===== src/irq_vec_pkg.sv =====
// Shared constants for the maskable and non-maskable interrupt vector and priority block
package irq_vec_pkg;

	localparam int NUM_SRC = 39;
	localparam int LEVEL_W = 3;
	localparam int IDX_W = 6;
	localparam int CODE_W = 16;
	localparam int ADDR_W = 32;
	localparam int NUM_EXT = 4;
	localparam int NUM_NMI = 3;

	// Source slot of each external edge pin, in pin order 4, 5, 6, 7
	localparam int EXT_SLOT [0:NUM_EXT-1] = '{0, 1, 2, 34};

	// Exception code per slot; slot order is default priority order
	localparam logic [CODE_W-1:0] SRC_CODE [0:NUM_SRC-1] = '{
		16'h00d0, 16'h00e0, 16'h00f0, 16'h0100, 16'h0110, 16'h0120, 16'h0130,
		16'h0140, 16'h0150, 16'h0160, 16'h0170, 16'h0180, 16'h0190, 16'h01a0,
		16'h01b0, 16'h01c0, 16'h01d0, 16'h01e0, 16'h01f0, 16'h0200, 16'h0210,
		16'h0220, 16'h0230, 16'h0240, 16'h0250, 16'h0260, 16'h0270, 16'h0280,
		16'h0290, 16'h02a0, 16'h02b0, 16'h0310, 16'h0320, 16'h0330, 16'h0390,
		16'h03d0, 16'h03e0, 16'h03f0, 16'h0400
	};

	// Default priority number per slot, for reporting only
	localparam logic [5:0] SRC_PRIO [0:NUM_SRC-1] = '{
		6'h05, 6'h06, 6'h07, 6'h08, 6'h09, 6'h0a, 6'h0b, 6'h0c, 6'h0d, 6'h0e,
		6'h0f, 6'h10, 6'h11, 6'h12, 6'h13, 6'h14, 6'h15, 6'h16, 6'h17, 6'h18,
		6'h19, 6'h1a, 6'h1b, 6'h1c, 6'h1d, 6'h1e, 6'h1f, 6'h20, 6'h21, 6'h22,
		6'h23, 6'h29, 6'h2a, 6'h2b, 6'h2c, 6'h30, 6'h31, 6'h32, 6'h33
	};

	// Non-maskable slots, index 0 is the pin
	localparam int NMI_PIN = 0;
	localparam int NMI_WDT1 = 1;
	localparam int NMI_WDT2 = 2;
	localparam logic [CODE_W-1:0] NMI_CODE [0:NUM_NMI-1] = '{16'h0010, 16'h0020, 16'h0030};

	localparam logic [ADDR_W-1:0] ILLEGAL_OPCODE_TRAP_BACKSTEP = 32'h0000_0004;
	localparam logic [ADDR_W-1:0] PC_RESET = 32'h0000_0000;
	localparam logic [CODE_W-1:0] CODE_RESET = 16'h0000;
	localparam logic [3:0] NO_CEILING = 4'h8;

	function automatic logic [ADDR_W-1:0] handler_of(input logic [CODE_W-1:0] code);
		handler_of = {16'h0000, code};
	endfunction : handler_of

endpackage : irq_vec_pkg


===== src/irq_vector_ctrl.sv =====
// Maskable and non-maskable interrupt vectoring with saved PC handling
`timescale 1ns/1ps
module irq_vector_ctrl (
	input wire logic clk,
	input wire logic rst_n,
	input wire logic ce,
	input wire logic [irq_vec_pkg::NUM_SRC-1:0] src_req,
	input wire logic [irq_vec_pkg::NUM_EXT-1:0] ext_edge_pin,
	input wire logic [irq_vec_pkg::NUM_SRC-1:0] src_mask,
	input wire logic [irq_vec_pkg::NUM_SRC*irq_vec_pkg::LEVEL_W-1:0] src_level,
	input wire logic nmi_pin,
	input wire logic watchdog1_nonmask_req,
	input wire logic watchdog2_nonmask_req,
	input wire logic nonmask_active_flag,
	input wire logic irq_disable_flag,
	input wire logic [irq_vec_pkg::ADDR_W-1:0] following_instr_addr,
	input wire logic [irq_vec_pkg::ADDR_W-1:0] current_instr_addr,
	input wire logic instr_abandonable,
	input wire logic mask_ack,
	input wire logic mask_return,
	input wire logic nmi_ack,
	input wire logic illegal_opcode_trap,
	output logic mask_req,
	output logic [irq_vec_pkg::CODE_W-1:0] mask_code,
	output logic [irq_vec_pkg::ADDR_W-1:0] mask_handler,
	output logic [irq_vec_pkg::LEVEL_W-1:0] mask_level,
	output logic [5:0] mask_default_prio,
	output logic nmi_req,
	output logic [irq_vec_pkg::CODE_W-1:0] nmi_code,
	output logic [irq_vec_pkg::ADDR_W-1:0] nmi_handler,
	output logic [irq_vec_pkg::ADDR_W-1:0] maskable_saved_pc,
	output logic [irq_vec_pkg::ADDR_W-1:0] fatal_saved_pc,
	output logic [irq_vec_pkg::ADDR_W-1:0] debug_saved_pc,
	output logic [irq_vec_pkg::ADDR_W-1:0] illegal_instr_addr,
	output logic [irq_vec_pkg::NUM_SRC-1:0] pending_status
);
	localparam int N = irq_vec_pkg::NUM_SRC;
	localparam int LW = irq_vec_pkg::LEVEL_W;
	localparam int IW = irq_vec_pkg::IDX_W;
	localparam int NE = irq_vec_pkg::NUM_EXT;
	localparam int NN = irq_vec_pkg::NUM_NMI;

	typedef enum logic [1:0] {
		NMI_SEL_PIN,
		NMI_SEL_WDT1,
		NMI_SEL_WDT2
	} nmi_sel_t;

	logic rst_meta_reg;
	logic rst_sync_reg;
	logic [NE-1:0] ext_meta_reg;
	logic [NE-1:0] ext_sync_reg;
	logic [NE-1:0] ext_prev_reg;
	logic [NE-1:0] ext_rise;
	logic nmi_meta_reg;
	logic nmi_sync_reg;
	logic nmi_prev_reg;
	logic nmi_rise;
	logic [N-1:0] pend_reg;
	logic [N-1:0] pend_next;
	logic [N-1:0] pend_set;
	logic [N-1:0] eligible;
	logic [NN-1:0] nmi_pend_reg;
	logic [NN-1:0] nmi_pend_next;
	logic [NN-1:0] nmi_set;
	logic [NN-1:0] nmi_elig;
	logic [7:0] in_service_reg;
	logic [7:0] in_service_next;
	logic [3:0] ceiling;
	logic res_any;
	logic [IW-1:0] res_idx;
	logic [LW-1:0] res_level;
	logic [IW-1:0] grant_idx_reg;
	nmi_sel_t nmi_sel_reg;
	nmi_sel_t nmi_pick;
	logic mask_take;
	logic nmi_take;
	logic [irq_vec_pkg::ADDR_W-1:0] restored_pc;

	// Reset release through two flops; assertion stays asynchronous
	// Not gated by ce, so the block always leaves reset
	always_ff @(posedge clk or negedge rst_n) begin
		if (!rst_n) begin
			rst_meta_reg <= 1'b0;
			rst_sync_reg <= 1'b0;
		end else begin
			rst_meta_reg <= 1'b1;
			rst_sync_reg <= rst_meta_reg;
		end
	end

	// Pin synchronisers; edge detection reads the second and third stages, never the first
	// Frozen by ce too; an edge seen during a freeze lands afterwards
	always_ff @(posedge clk or negedge rst_sync_reg) begin
		if (!rst_sync_reg) begin
			ext_meta_reg <= '0;
			ext_sync_reg <= '0;
			ext_prev_reg <= '0;
			nmi_meta_reg <= 1'b0;
			nmi_sync_reg <= 1'b0;
			nmi_prev_reg <= 1'b0;
		end else if (ce) begin
			ext_meta_reg <= ext_edge_pin;
			ext_sync_reg <= ext_meta_reg;
			ext_prev_reg <= ext_sync_reg;
			nmi_meta_reg <= nmi_pin;
			nmi_sync_reg <= nmi_meta_reg;
			nmi_prev_reg <= nmi_sync_reg;
		end
	end

	// One detector per pin; idle level after reset is low, so no false edge
	for (genvar g = 0; g < NE; g++) begin : g_pin_edge
		assign ext_rise[g] = ext_sync_reg[g] && !ext_prev_reg[g];
	end
	assign nmi_rise = nmi_sync_reg && !nmi_prev_reg;

	// Rising edge is the valid edge; pins land in their table slots
	// Pin slots also take src_req; both OR into pending
	always_comb begin
		pend_set = src_req;
		for (int e = 0; e < NE; e++) begin
			if (ext_rise[e]) begin
				pend_set[irq_vec_pkg::EXT_SLOT[e]] = 1'b1;
			end
		end
	end

	// Highest (smallest) in-service level bounds what may nest
	// One in-service bit per programmable level
	always_comb begin
		ceiling = irq_vec_pkg::NO_CEILING;
		for (int l = 7; l >= 0; l--) begin
			if (in_service_reg[l]) begin
				ceiling = 4'(l);
			end
		end
	end

	// Same level cannot nest, only strictly higher (smaller) levels
	// Mask hides a request from the resolver but never clears it
	always_comb begin
		for (int i = 0; i < N; i++) begin
			eligible[i] = pend_reg[i] && !src_mask[i]
				&& ({1'b0, src_level[i*LW +: LW]} < ceiling);
		end
	end

	// Purely combinational over all slots; the result is registered below
	prio_resolver #(
		.N(N),
		.LW(LW),
		.IW(IW)
	) u_resolver (
		.req(eligible),
		.level(src_level),
		.any(res_any),
		.idx(res_idx),
		.win_level(res_level)
	);

	// An ack without a standing offer is ignored
	assign mask_take = mask_ack && mask_req;
	assign nmi_take = nmi_ack && nmi_req;

	// Set wins over the clear of the granted slot
	always_comb begin
		pend_next = pend_reg;
		if (mask_take) begin
			pend_next[grant_idx_reg] = 1'b0;
		end
		pend_next = pend_next | pend_set;
	end

	always_ff @(posedge clk or negedge rst_sync_reg) begin
		if (!rst_sync_reg) begin
			pend_reg <= '0;
		end else if (ce) begin
			pend_reg <= pend_next;
		end
	end

	assign pending_status = pend_reg;

	// Level bookkeeping for nesting; return retires the highest in service
	// A take and a return in one cycle both apply, so neither is lost
	always_comb begin
		in_service_next = in_service_reg;
		if (mask_return && ceiling != irq_vec_pkg::NO_CEILING) begin
			in_service_next[ceiling[2:0]] = 1'b0;
		end
		if (mask_take) begin
			in_service_next[mask_level] = 1'b1;
		end
	end

	always_ff @(posedge clk or negedge rst_sync_reg) begin
		if (!rst_sync_reg) begin
			in_service_reg <= '0;
		end else if (ce) begin
			in_service_reg <= in_service_next;
		end
	end

	// Maskable presentation; blocked while flags are set or a nonmask waits
	// Code and level register with the request, so an ack sees a matching set
	always_ff @(posedge clk or negedge rst_sync_reg) begin
		if (!rst_sync_reg) begin
			mask_req <= 1'b0;
			grant_idx_reg <= '0;
			mask_code <= irq_vec_pkg::CODE_RESET;
			mask_handler <= irq_vec_pkg::PC_RESET;
			mask_level <= '0;
			mask_default_prio <= '0;
		end else if (ce) begin
			// Drop for one cycle after a take so the cleared slot is not re-offered
			mask_req <= res_any && !nonmask_active_flag && !irq_disable_flag
				&& !(|nmi_elig) && !mask_take;
			grant_idx_reg <= res_idx;
			mask_code <= irq_vec_pkg::SRC_CODE[res_idx];
			// Code table covers every slot
			// Later slots likewise
			mask_handler <= irq_vec_pkg::handler_of(irq_vec_pkg::SRC_CODE[res_idx]);
			mask_level <= res_level;
			mask_default_prio <= irq_vec_pkg::SRC_PRIO[res_idx];
		end
	end

	// Nonmask sources: pin edge and the two watchdog pulses
	always_comb begin
		nmi_set = '0;
		nmi_set[irq_vec_pkg::NMI_PIN] = nmi_rise;
		nmi_set[irq_vec_pkg::NMI_WDT1] = watchdog1_nonmask_req;
		nmi_set[irq_vec_pkg::NMI_WDT2] = watchdog2_nonmask_req;
	end

	// Watchdog2 ignores the active flag; the others wait for it to clear
	always_comb begin
		nmi_elig = nmi_pend_reg;
		if (nonmask_active_flag) begin
			nmi_elig[irq_vec_pkg::NMI_PIN] = 1'b0;
			nmi_elig[irq_vec_pkg::NMI_WDT1] = 1'b0;
		end
	end

	always_comb begin
		if (nmi_elig[irq_vec_pkg::NMI_WDT2]) begin
			nmi_pick = NMI_SEL_WDT2;
		end else if (nmi_elig[irq_vec_pkg::NMI_WDT1]) begin
			nmi_pick = NMI_SEL_WDT1;
		end else begin
			nmi_pick = NMI_SEL_PIN;
		end
	end

	// Only the taken source clears; losers stay pending, and set wins
	always_comb begin
		nmi_pend_next = nmi_pend_reg;
		if (nmi_take) begin
			nmi_pend_next[nmi_sel_reg] = 1'b0;
		end
		nmi_pend_next = nmi_pend_next | nmi_set;
	end

	always_ff @(posedge clk or negedge rst_sync_reg) begin
		if (!rst_sync_reg) begin
			nmi_pend_reg <= '0;
		end else if (ce) begin
			nmi_pend_reg <= nmi_pend_next;
		end
	end

	// Offer drops for a cycle after a take, as on the maskable side
	always_ff @(posedge clk or negedge rst_sync_reg) begin
		if (!rst_sync_reg) begin
			nmi_req <= 1'b0;
			nmi_sel_reg <= NMI_SEL_PIN;
			nmi_code <= irq_vec_pkg::CODE_RESET;
			nmi_handler <= irq_vec_pkg::PC_RESET;
		end else if (ce) begin
			nmi_req <= (|nmi_elig) && !nmi_take;
			nmi_sel_reg <= nmi_pick;
			nmi_code <= irq_vec_pkg::NMI_CODE[nmi_pick];
			nmi_handler <= irq_vec_pkg::handler_of(irq_vec_pkg::NMI_CODE[nmi_pick]);
		end
	end

	// Abandoned instruction restarts after service, so save its own address
	// Illegal opcode traps bypass this path and keep the following address
	assign restored_pc = instr_abandonable ? current_instr_addr
		: following_instr_addr;

	always_ff @(posedge clk or negedge rst_sync_reg) begin
		if (!rst_sync_reg) begin
			maskable_saved_pc <= irq_vec_pkg::PC_RESET;
			fatal_saved_pc <= irq_vec_pkg::PC_RESET;
		end else if (ce) begin
			if (mask_take) begin
				maskable_saved_pc <= restored_pc;
			end
			if (nmi_take) begin
				fatal_saved_pc <= restored_pc;
			end
		end
	end

	// Illegal opcode saves the following address; offender sits one word back
	// Trap comes from the core on this clock, so it needs no synchroniser
	always_ff @(posedge clk or negedge rst_sync_reg) begin
		if (!rst_sync_reg) begin
			debug_saved_pc <= irq_vec_pkg::PC_RESET;
			illegal_instr_addr <= irq_vec_pkg::PC_RESET;
		end else if (ce) begin
			if (illegal_opcode_trap) begin
				debug_saved_pc <= following_instr_addr;
				illegal_instr_addr <= following_instr_addr - irq_vec_pkg::ILLEGAL_OPCODE_TRAP_BACKSTEP;
			end
		end
	end

endmodule : irq_vector_ctrl


===== src/prio_resolver.sv =====
// Level then default-order resolver for pending interrupt requests
`timescale 1ns/1ps
module prio_resolver #(
	parameter int N = 39,
	parameter int LW = 3,
	parameter int IW = 6
) (
	input wire logic [N-1:0] req,
	input wire logic [N*LW-1:0] level,
	output logic any,
	output logic [IW-1:0] idx,
	output logic [LW-1:0] win_level
);
	always_comb begin
		any = 1'b0;
		idx = '0;
		win_level = '0;
		// Strict less-than keeps the lowest slot among equal levels
		for (int i = 0; i < N; i++) begin
			if (req[i] && (!any || level[i*LW +: LW] < win_level)) begin
				any = 1'b1;
				idx = IW'(i);
				win_level = level[i*LW +: LW];
			end
		end
	end
endmodule : prio_resolver


===== config.mk =====
export PLATFORM = sky130hd
export DESIGN_NAME = irq_vector_ctrl
export DESIGN_NICKNAME = d
export VERILOG_FILES = /design/src/irq_vec_pkg.sv /design/src/irq_vector_ctrl.sv /design/src/prio_resolver.sv
export SDC_FILE = /design/constraint.sdc
export NUM_CORES = 1
export LEC_CHECK = 0
export ABC_AREA = 1
export BUFFER_PORTS_ARGS = -buffer_cell sky130_fd_sc_hd__clkbuf_2
export CAP_MARGIN = 20
export CORE_AREA = 4 4 214 216
export CTS_CLUSTER_SIZE = 25
export DETAILED_ROUTE_END_ITERATION = 8
export DIE_AREA = 0 0 218 220
export PLACE_DENSITY = 0.76
export SLEW_MARGIN = 20
export SYNTH_ARGS = -nofsm -noshare
export SYNTH_HDL_FRONTEND = slang
export SYNTH_HIERARCHICAL = 1
export SYNTH_SLANG_ARGS = --single-unit

===== constraint.sdc =====
create_clock -name clk -period 16.8 [get_ports clk]
set_input_delay 3.36 -clock clk [delete_from_list [all_inputs] [get_ports clk]]
set_output_delay 3.36 -clock clk [all_outputs]
set_load 0.02 [all_outputs]

## Word level (Yosys, flattened, before mapping)

Memory sizes are Yosys's and may differ from the RTL's. A register that Yosys moved wholly into a read port is not among the register bits.
Index checks and enable logic that the tools add are counted.

| cells by class | value |
|---|---|
| muxes and demuxes | 147 |
| div/mod/pow operators | 0 |
| reductions and logical operators | 264 |
| order comparisons | 86 |
| $mul | 0 |
| equal/unequal tests | 1 |
| bitwise operators | 11 |
| add/subtract/negate cells | 1 |
| shift operators | 0 |

Operator list:

| operator | number |
|---|---|
| 3-bit by 4-bit < comparator with 1-bit output | 39 |
| 1-bit logical AND | 133 |
| 3-bit two-way mux | 44 |
| 3-bit < comparator | 38 |
| 1-bit logical NOT | 89 |
| 5-bit two-way mux | 16 |
| 4-bit two-way mux | 16 |
| 1-bit two-way mux | 49 |
| 6-bit two-way mux | 7 |
| 39-bit bitwise AND | 1 |
| 39-bit two-way mux | 1 |
| 39-bit NOT | 1 |
| 39-bit OR | 1 |
| 1-bit logical OR | 38 |
| 16-bit binary-select mux with 2-bit select | 1 |
| 16-bit two-way mux | 2 |
| 32-bit two-way mux | 1 |
| 32-bit by 3-bit subtractor with 32-bit output (second input constant) | 1 |
| 8-bit two-way mux | 2 |
| 8-bit bitwise AND | 1 |
| 3-bit by 4-bit < comparator with 1-bit output (second input constant) | 2 |
| 2-bit two-way mux | 4 |
| 8-bit NOT | 1 |
| 8-bit OR | 1 |
| other kinds (17) | 21 |

| word-level totals | value |
|---|---|
| logic and storage cells | 533 |
| RAM bits | 0 |
| memories kept | 2 |
| output and inout port bits | 274 |
| latch bits | 0 |
| input bits | 276 |
| flip-flop bits (word level) | 224 |
| memory bits (read-only) | 1408 |

Memories:

| name | words | width | read ports | clocked after Yosys merged registers in | write ports | RTL line | RTL |
|---|---|---|---|---|---|---|---|
| (no name shown) | 64 | 16 | 1 | 1 | 0 | irq_vector_ctrl.sv:223 | `mask_handler <= irq_vec_pkg::handler_of(irq_vec_pkg::SRC_CODE[res_idx]);` |
| (no name shown) | 64 | 6 | 1 | 1 | 0 | irq_vector_ctrl.sv:225 | `mask_default_prio <= irq_vec_pkg::SRC_PRIO[res_idx];` |

## Longest topological paths before layout

Gate-level depths: netlist of the first run.

| depth | value |
|---|---|
| depth in word-level cells | 167 |
| gate-level depth with buffers | 364 |
| gate-level depth less buffers | 363 |

## Modules after synthesis

Netlist of the first run, hierarchy kept.

Modules (own cells, without submodules):

| module | times used | sequential area each (um^2) | area each (um^2) | cells an instance |
|---|---|---|---|---|
| irq_vector_ctrl | 1 | 5530.3 | 13659.4 | 1841 |
| prio_resolver | 1 | 0.0 | 5088.6 | 1065 |

## Worst setup path after synthesis of the first run

No wires, ideal clock.

| timing | value |
|---|---|
| path type | input to register |
| start point | input src_level[1] in the netlist's numbering |
| end point | register mask_code[6] in the netlist's numbering |
| stages on the path | 306 |
| required time | 16653 ps |
| path slack | -20381 ps |
| library setup time | 147 ps |
| arrival | 37035 ps |
| buffers on the path | 1 |
| cells stage by stage | ha_1 > nand2_1 > nand2_1 > nand2_1 > nand2_1 > nor2_1 > nand2_1 > ha_1 > a21oi_1 > nand2_1 > nand2_2 > nand2_2 > o21ai_0 > ha_1 > nand2_1 > inv_2 > nand2_1 > nand2_1 > (+270 left out) > o21ai_1 > ha_1 > a21oi_1 > nand2_1 > nand2_2 > nand2_4 > o21ai_0 > ha_1 > a21oi_1 > nand2_1 > nand2_2 > nand2_2 > nand3_1 > clkbuf_1 > inv_1 > ha_1 > o311ai_0 > nand3_1 |

| between the ends | value |
|---|---|
| word-level cells in the longest chain between the ends | 156 |
| elaborated cells on any way between the ends | 269 |
| those cells by class | order compare: 39; mux: 114; bitwise: 1; reduce/logical: 115 |

Ends and longest elaborated chain:

| what | RTL line | RTL |
|---|---|---|
| from (decl) | irq_vector_ctrl.sv:10 | `input wire logic [irq_vec_pkg::NUM_SRC*irq_vec_pkg::LEVEL_W-1:0] src_level,` |
| 3-bit by 4-bit < comparator with 1-bit output * | irq_vector_ctrl.sv:145 | `&& ({1'b0, src_level[i*LW +: LW]} < ceiling);` |
| 1-bit logical AND * | irq_vector_ctrl.sv:145 |  |
| via eligible[0] | irq_vector_ctrl.sv:62 | `logic [N-1:0] eligible;` |
| 3-bit two-way mux or 1-bit two-way mux (tied branches) | prio_resolver.sv:20 | `if (req[i] && (!any \|\| level[i*LW +: LW] < win_level)) begin` |
| 3-bit < comparator or 1-bit logical NOT (tied branches) | prio_resolver.sv:20 |  |
| 1-bit logical OR | prio_resolver.sv:20 |  |
| 1-bit logical AND | prio_resolver.sv:20 |  |
| 3-bit two-way mux or 1-bit two-way mux (tied branches) | prio_resolver.sv:20 |  |
| (+142 left out) | n/a |  |
| 1-bit logical AND | prio_resolver.sv:20 |  |
| 3-bit two-way mux or 1-bit two-way mux (tied branches) | prio_resolver.sv:20 |  |
| 3-bit < comparator or 1-bit logical NOT (tied branches) | prio_resolver.sv:20 |  |
| 1-bit logical OR | prio_resolver.sv:20 |  |
| 1-bit logical AND | prio_resolver.sv:20 |  |
| 6-bit two-way mux * | prio_resolver.sv:20 |  |
| via res_idx[2] | irq_vector_ctrl.sv:71 | `logic [IW-1:0] res_idx;` |
| 6-bit NOT with 7-bit output (not written as such) * | irq_vector_ctrl.sv:220 | `mask_code <= irq_vec_pkg::SRC_CODE[res_idx];` |
| to (decl) | irq_vector_ctrl.sv:24 | `output logic [irq_vec_pkg::CODE_W-1:0] mask_code,` |

The timed path passes the listed nets; every way through them passes the cells marked *.
A chain may end at the register's enable or synchronous reset.

## Final worst setup path of the first run

| timing | value |
|---|---|
| start point | input src_level[2] in the netlist's numbering |
| end point | register mask_code[8] in the netlist's numbering |

The elaborated chain is that of the path after synthesis.

==> results of run 1 <==
## logic make-up after synthesis
family,count (synthesis),synth area share (%)
buffers and inverters,617,14.5
multiplexers,34,2.04
flip-flops,221,29.5
AO/OA/AOI/OAI,274,7.87
other,2,0.0401
adder cells (fa/ha/maj),136,9.08
AND/OR/NAND/NOR,1615,36.7
XOR/XNOR,7,0.327
## worst reg2reg max path, delay by kind of cell (launching register included)
| kind | cells | cell delay (ps) |
|---|---|---|
| adders and majority gates | 37 | 9720 |
| buffers and inverters | 44 | 2720 |
| AOI/OAI and AO/OA | 39 | 3510 |
| DFF | 1 | 380 |
| and+or+nand+nor | 225 | 15850 |
## worst paths after layout
path | startpoint | end | slack [ps]
max | src_level[2] | mask_code[8]$_DFFE_PN0P_ | -17460
min | rst_meta_reg$_DFF_PN0_ | rst_sync_reg$_DFF_PN0_ | 350
max reg2reg | in_service_reg[6]$_DFFE_PN0P_ | mask_code[8]$_DFFE_PN0P_ | -15470
min reg2reg | rst_meta_reg$_DFF_PN0_ | rst_sync_reg$_DFF_PN0_ | 350
max in group asynchronous | rst_n | rst_sync_reg$_DFF_PN0_ | 14120
min in group asynchronous | rst_sync_reg$_DFF_PN0_ | nmi_pend_reg[0]$_DFFE_PN0P_ | 390
## cells in the mapped netlist, types with 2 or more instances
cell / n / area [um2]
nand2_1: 997 / 3740
inv_1: 421 / 1580
nand3_1: 257 / 1290
dfrtp_1: 221 / 5530
nor2_1: 221 / 830
o21ai_0: 196 / 981
ha_1: 136 / 1700
buf_4: 92 / 691
nand2_2: 59 / 369
mux2_2: 34 / 383
clkinv_1: 31 / 116
a21oi_1: 28 / 140
nand2_4: 24 / 270
clkbuf_1: 21 / 78.8
buf_2: 19 / 95.1
nand4_1: 18 / 113
nor3_1: 16 / 80.1
buf_1: 14 / 52.6
inv_2: 14 / 52.6
a31oi_1: 11 / 68.8
nor2_2: 8 / 50.1
o211ai_1: 7 / 52.6
xor2_1: 7 / 61.3
a22oi_1: 6 / 45.0
o21ai_1: 6 / 30.0
o31ai_1: 5 / 37.5
buf_6: 4 / 45.0
nor2_4: 4 / 45.0
o22ai_1: 3 / 18.8
o311ai_0: 3 / 26.3
or2_2: 3 / 18.8
a22o_1: 2 / 17.5
conb_1: 2 / 7.51
o21a_1: 2 / 15.0
or2_1: 2 / 12.5
## repair_timing
item,CTS,global route
gates resized for setup,56,168
setup buffers,104,17
pin swaps,25,110
setup endpoints to repair,22,22
## stage by stage
| step | setup WS [ps] | hold slack, ps | instances |
|---|---|---|---|
| floorplan | -17190 | 331 | 2983 |
| global placement | -16110 | 336 | 4330 |
| detailed placement | -17290 | 346 | 4330 |
| CTS | -16570 | 360 | 4484 |
| global route | -19480 | 378 | 4498 |
| finish | -17460 | 355 | 4501 |
## layer usage
| metal | track usage [%] | vias to the layer above | share of wire, % |
|---|---|---|---|
| li1 | - | 10900 | - |
| met1 | 33.0 | 10300 | 38 |
| met2 | 48.2 | 961 | 47 |
| met3 | 6.51 | 244 | 8.5 |
| met4 | 16.1 | 2 | 6.2 |
| met5 | 0 | - | 0.016 |
## layout make-up
cell class	instances	area [um2]	share of cell area, %
Tap cell	592	741	2.68
Inverter	466	1780	6.42
Multi-Input combinational cell	2145	12100	43.8
Timing Repair Buffer	1021	6570	23.8
Antenna cell	6	15.0	0.0543
Clock inverter	13	140	0.507
Clock buffer	37	763	2.76
Sequential cell	221	5530	20.0
==> metrics.md, run 1 <==
| Metric | Value |
|---|---|
| Syn Inst Count | 2906 |
| CP delay by family, top | simple AND/OR/NAND/NOR gates |
| GRT Total Usage | 28.4% |
| Die area | 0.0480 mm2 |
| Cells on worst reg2reg path | 345 |
| Slew HR | 37.3% |
| Core Area | 0.0439 mm2 |
| Routed wire per std cell | 16.5 um |
| Pins Over Slew Limit | 0 |
| Fin nets | 4294 |
| Cts hold-fix bufs | 0 |
| Share of cells above drive strength 1 | 38.3% |
| Drt via density | 4.97 |
| CP max-delay cell | ha_1 |
| CP startpoint kind | input pin |
| Max-Cap Viols | 0 |
| Violations in the final reports | setup timing |
| Clock Latency Late Sink | 590 ps |
| CTS tree | yes |
| Most used DFF post-synth | dfrtp_1 |
| Total Routed Length | 74300 um |
| Most frequent cells in the layout | nand2_1 (867), buf_4 (536), clkbuf_2 (468) |
| Largest net degree at the start of global routing | 167 |
| Critical path depth | 342 |
| Flip-flop count of the largest register after layout | 39 |
| H-tree depth | 1 |
| CP required | 17300 ps |
| Final clock skew | 30.7 ps |
| CTS Sinks | 221 |
| Setup violators final | 22 |
| Setup TNS | -378600 ps |
| Post-route cell area | 0.0277 mm2 |
| Bufs on Longest Clock Path | 3 |
| Crit path largest cell delay | 330 ps |
| Area delta synth->final | 47.5% |
| Antenna violations before repair | 6 |
| Number of distinct library cells after synthesis | 47 |
| Initial DRC count | 1570 |
| Die X | 218 um |
| Number of synthesized register bits | 221 |
| CTS root buffer | clkbuf_16 |
| Asr flop ratio synth | 100% |
| Filler cell count | 3796 |
| RSZ-0062 raised after global routing | true |
| Die height | 220 um |
| F_max | 29.2 MHz |
| Most frequent CP cell | nand2_2 |
| Synth warnings | 6 |
| First-pass GRT wire length | 109000 um |
| Routability congestion estimate | 0.976 |
| Final ANT Viol Nets | 0 |
| CP max FO | 5 |
| Final worst slack | -17460 ps |
| Final hold violations | 0 |
| Post-Syn Area | 0.0187 mm2 |
| Crit path buf inv count | 46 |
| Crit. End Element | flop |
| I/O pin count | 550 |
| Hold depth | 0 |
| Fin crit period | 34260 ps |
| Grt total ovfl | 0 |
| Vias | 22400 |
| Port Buf Inserts | 471 |
| Vias in the first global route | 21300 |
| Drt pass-1 iters | 6 |
| Reg clk slew, reported paths | 60 ps |
| Seq/Total Area, Yosys | 29.5% |
| Rows | 77 |
| Worst slew pin tran | 931 ps |
| Syn_area_per_cell | 6.45 um2 |
| DRC viols | 0 |
| Starting Density | 42.7% |
| CP Data Arrival Time | 34760 ps |
| Number of synthesized flops with an enable pin | 0 |
| Layout Utilization | 62.9% |
| Placed cell area | 0.0250 mm2 |
| Hold WC Path Type | reg -> reg |
| Commonest non-fill, non-tap cell in the layout | nand2_1 |
| Detailed placement HPWL | 54500 um |
| TritonCTS buffer count | 27 |
| Period utilization | 204% |
| Critical path class | in -> reg |
| Status | finished, violations left |
Power of run 1 is not shown: default switching activity piles up to over one toggle a cycle in this logic, so the estimate is an artifact.
==> run 2: changes to the inputs <==
--- a/config.mk
+++ b/config.mk
@@ -8,13 +8,12 @@
 export ABC_AREA = 1
 export BUFFER_PORTS_ARGS = -buffer_cell sky130_fd_sc_hd__clkbuf_2
 export CAP_MARGIN = 20
-export CORE_AREA = 4 4 214 216
+export CORE_AREA = 4 4 209 211
 export CTS_CLUSTER_SIZE = 25
 export DETAILED_ROUTE_END_ITERATION = 8
-export DIE_AREA = 0 0 218 220
+export DIE_AREA = 0 0 213 215
 export PLACE_DENSITY = 0.76
 export SLEW_MARGIN = 20
 export SYNTH_ARGS = -nofsm -noshare
 export SYNTH_HDL_FRONTEND = slang
-export SYNTH_HIERARCHICAL = 1
 export SYNTH_SLANG_ARGS = --single-unit
==> metrics.md, run 2 <==
| Metric | Value |
|---|---|
| Clock Latency Late Sink | 570 ps (was 590 ps) |
| Largest cells by area after synthesis | dfrtp_1 (32%), nand2_1 (17%), ha_1 (9.6%), o21ai_0 (7.8%), nand3_1 (6.4%) (was dfrtp_1 (29%), nand2_1 (20%), ha_1 (9.1%), inv_1 (8.4%), nand3_1 (6.9%)) |
| Die X | 213 um (was 218 um) |
| Area delta synth->final | 48.2% (was 47.5%) |
| Syn Inst Count | 2587 (was 2906) |
| CP startpoint kind | input pin (unchanged) |
| Critical path class | in -> reg (unchanged) |
| Most used DFF post-synth | dfrtp_1 (unchanged) |
| Slew HR | 32.3% (was 37.3%) |
| Crit. End Element | flop (unchanged) |
| Violations in the final reports | setup timing (unchanged) |
| Worst slew pin tran | 1020 ps (was 931 ps) |
| CP required | 17250 ps (was 17300 ps) |
| Setup TNS | -381500 ps (was -378600 ps) |
| Asr flop ratio synth | 100% (unchanged) |
| Final clock skew | 10.6 ps (was 30.7 ps) |
| Share of the synthesized area in the top cell type | 31.5% (was 29.5%) |
| Status | finished, violations left (unchanged) |
| First-pass GRT wire length | 103000 um (was 109000 um) |
| Vias in the first global route | 19700 (was 21300) |
| Grt total ovfl | 0 (unchanged) |
| Rows | 75 (was 77) |
| H-tree depth | 1 (unchanged) |
| Cts hold-fix bufs | 0 (unchanged) |
| Routability congestion estimate | 0.968 (was 0.976) |
| Hold WC Path Type | reg -> async (was reg -> reg) |
| CTS root buffer | clkbuf_16 (unchanged) |
| Layout Utilization | 62.2% (was 62.9%) |
| Final worst slack | -17470 ps (was -17460 ps) |
| Seq/Total Area, Yosys | 31.5% (was 29.5%) |
| Count leader, synth | nand2_1 (unchanged) |
| CP max FO | 6 (was 5) |
| Final hold violations | 0 (unchanged) |
| Crit path buf inv count | 48 (was 46) |
| CP delay by family, top | simple AND/OR/NAND/NOR gates (unchanged) |
| Crit path largest cell delay | 300 ps (was 330 ps) |
| Initial DRC count | 1452 (was 1570) |
| Fin nets | 3919 (was 4294) |
| CP Data Arrival Time | 34720 ps (was 34760 ps) |
| Die height | 215 um (was 220 um) |
| Routed wire per std cell | 16.9 um (was 16.5 um) |
| Syn_area_per_cell | 6.78 um2 (was 6.45 um2) |
| Max-Cap Viols | 0 (unchanged) |
| I/O pin count | 550 (unchanged) |
| Number of distinct library cells after synthesis | 45 (was 47) |
| Drt via density | 5.06 (was 4.97) |
| Total Routed Length | 68700 um (was 74300 um) |
| Flip-flop count of the largest register after layout | 39 (unchanged) |
| Port Buf Inserts | 471 (unchanged) |
| CP max-delay cell | ha_1 (unchanged) |
| Synth warnings | 0 (was 6) |
| Fin crit period | 34270 ps (was 34260 ps) |
| Pins Over Slew Limit | 0 (unchanged) |
| Number of synthesized flops with an enable pin | 0 (unchanged) |
| Largest net degree at the start of global routing | 70 (was 167) |
| Bufs on Longest Clock Path | 3 (unchanged) |
| Vias | 20600 (was 22400) |
| Post-Layout Cell Count | 4073 (was 4501) |
| Most frequent CP cell | nand2_2 (unchanged) |
| Setup violators final | 22 (unchanged) |
| Detailed placement HPWL | 51900 um (was 54500 um) |
| Final ANT Viol Nets | 0 (unchanged) |
| DRC viols | 0 (unchanged) |
| Reg clk slew, reported paths | 60 ps (about the same) |
| Pre-CTS WS | -17320 ps (was -17290 ps) |
| GRT Total Usage | 27.8% (was 28.4%) |
| Core Area | 0.0418 mm2 (was 0.0439 mm2) |
| Most frequent cells after synthesis | nand2_1 (780), inv_1 (298), o21ai_0 (272) (was nand2_1 (997), inv_1 (421), nand3_1 (257)) |
| TritonCTS buffer count | 27 (unchanged) |
| Die area | 0.0458 mm2 (was 0.0480 mm2) |
| Starting Density | 42.0% (was 42.7%) |
| CTS Sinks | 221 (unchanged) |
| Worst reg-to-reg setup slack | -15410 ps (was -15470 ps) |
| Post-Syn Area | 0.0175 mm2 (was 0.0187 mm2) |
| Largest area contributor in the netlist | dfrtp_1 (unchanged) |
| Placed insts | 3939 (was 4330) |
| F_max | 29.2 MHz (about the same) |
| Period utilization | 204% (about the same) |
| Most frequent cells in the layout | nand2_1 (682), clkbuf_2 (469), buf_4 (468) (was nand2_1 (867), buf_4 (536), clkbuf_2 (468)) |
| Filler cell count | 3603 (was 3796) |
| Share of cells above drive strength 1 | 39.5% (was 38.3%) |
| Drt pass-1 iters | 6 (unchanged) |
| CTS tree | yes (unchanged) |
| RSZ-0062 raised after global routing | true (unchanged) |
| Number of synthesized register bits | 221 (unchanged) |
| Antenna violations before repair | 11 (was 6) |
| Commonest non-fill, non-tap cell in the layout | nand2_1 (unchanged) |
## run 2: cell types whose count changed in the layout (fill, tap and decap cells not counted), moves of 7 or more
| cell | before | now |
|---|---|---|
| clkinv_2 | 11 | 4 |
| nand3_1 | 240 | 206 |
| a21oi_1 | 16 | 64 |
| nor2_1 | 217 | 159 |
| inv_1 | 411 | 292 |
| buf_4 | 536 | 468 |
| nand2_2 | 147 | 122 |
| nand2_4 | 66 | 59 |
| nand2_1 | 867 | 682 |
| o21ai_0 | 143 | 228 |
## run 2: final timing paths
kind | to | cells after the start | start
setup reg to reg | mask_code[8]$_DFFE_PN0P_ | 353 | in_service_reg[5]$_DFFE_PN0P_
hold / removal | fatal_saved_pc[24]$_DFFE_PN0P_ | 0 | rst_sync_reg$_DFF_PN0_
setup / recovery | mask_code[8]$_DFFE_PN0P_ | 351 | src_level[2]
min in group clk | rst_sync_reg$_DFF_PN0_ | 0 | rst_meta_reg$_DFF_PN0_
hold reg to reg | fatal_saved_pc[24]$_DFFE_PN0P_ | 0 | rst_sync_reg$_DFF_PN0_
max in group asynchronous | rst_sync_reg$_DFF_PN0_ | 1 | rst_n
## run 2: layout make-up
| cell class | count | area [um2] | share of cell area, % |
|---|---|---|---|
| Timing Repair Buffer | 957 | 6090 | 23.4 |
| Antenna cell | 6 | 15.0 | 0.0578 |
| Clock inverter | 12 | 208 | 0.799 |
| Inverter | 346 | 1330 | 5.12 |
| Tap cell | 539 | 674 | 2.59 |
| Multi-Input combinational cell | 1956 | 11300 | 43.7 |
| Sequential cell | 221 | 5530 | 21.3 |
| Clock buffer | 36 | 790 | 3.04 |
## run 2: routing by layer
metal | GRT usage [%] | up-vias | routed length (um)
met5 | 0 | - | 103
met4 | 11.0 | 14 | 3270
met3 | 6.83 | 200 | 6190
met2 | 46.3 | 901 | 32100
met1 | 34.6 | 9449 | 27000
li1 | - | 10000 | -
## run 2: kinds of logic after synthesis
family          after synthesis  share of synthesized area, %
compound gates              406                          12.2
xor+xnor                      2                        0.0999
fa+ha+maj                   134                          9.56
buf+inv                     487                          12.6
flops                       221                          31.5
mux                          33                          2.12
other cells                   2                        0.0428
simple gates               1302                          31.8
## run 2: repair_timing
action	in CTS	in global routing
setup buffers	41	40
endpoints found under the setup margin	22	22
gates resized for setup	62	168
pin swaps	23	118
## run 2: worst register-to-register path, delay by kind of cell, from the launching register on
| family | cells | cell delay, ps |
|---|---|---|
| AND/OR/NAND/NOR | 236 | 16620 |
| buffers and inverters | 46 | 2400 |
| adder cells (fa/ha/maj) | 36 | 9500 |
| AO/OA/AOI/OAI | 35 | 3200 |
| flip-flops | 1 | 370 |
## run 2: metrics by stage
| stage | hold slack [ps] | instance area [um2] |
|---|---|---|
| 6_report | 340 | 26000 |
| 5_1_grt | 365 | 26000 |
| 4_1_cts | 352 | 25100 |
| 3_5_place_dp | 342 | 23500 |
| 3_3_place_gp | 343 | 23500 |
| 2_1_floorplan | 331 | 18300 |
Power of run 2 is left out for the same reason.
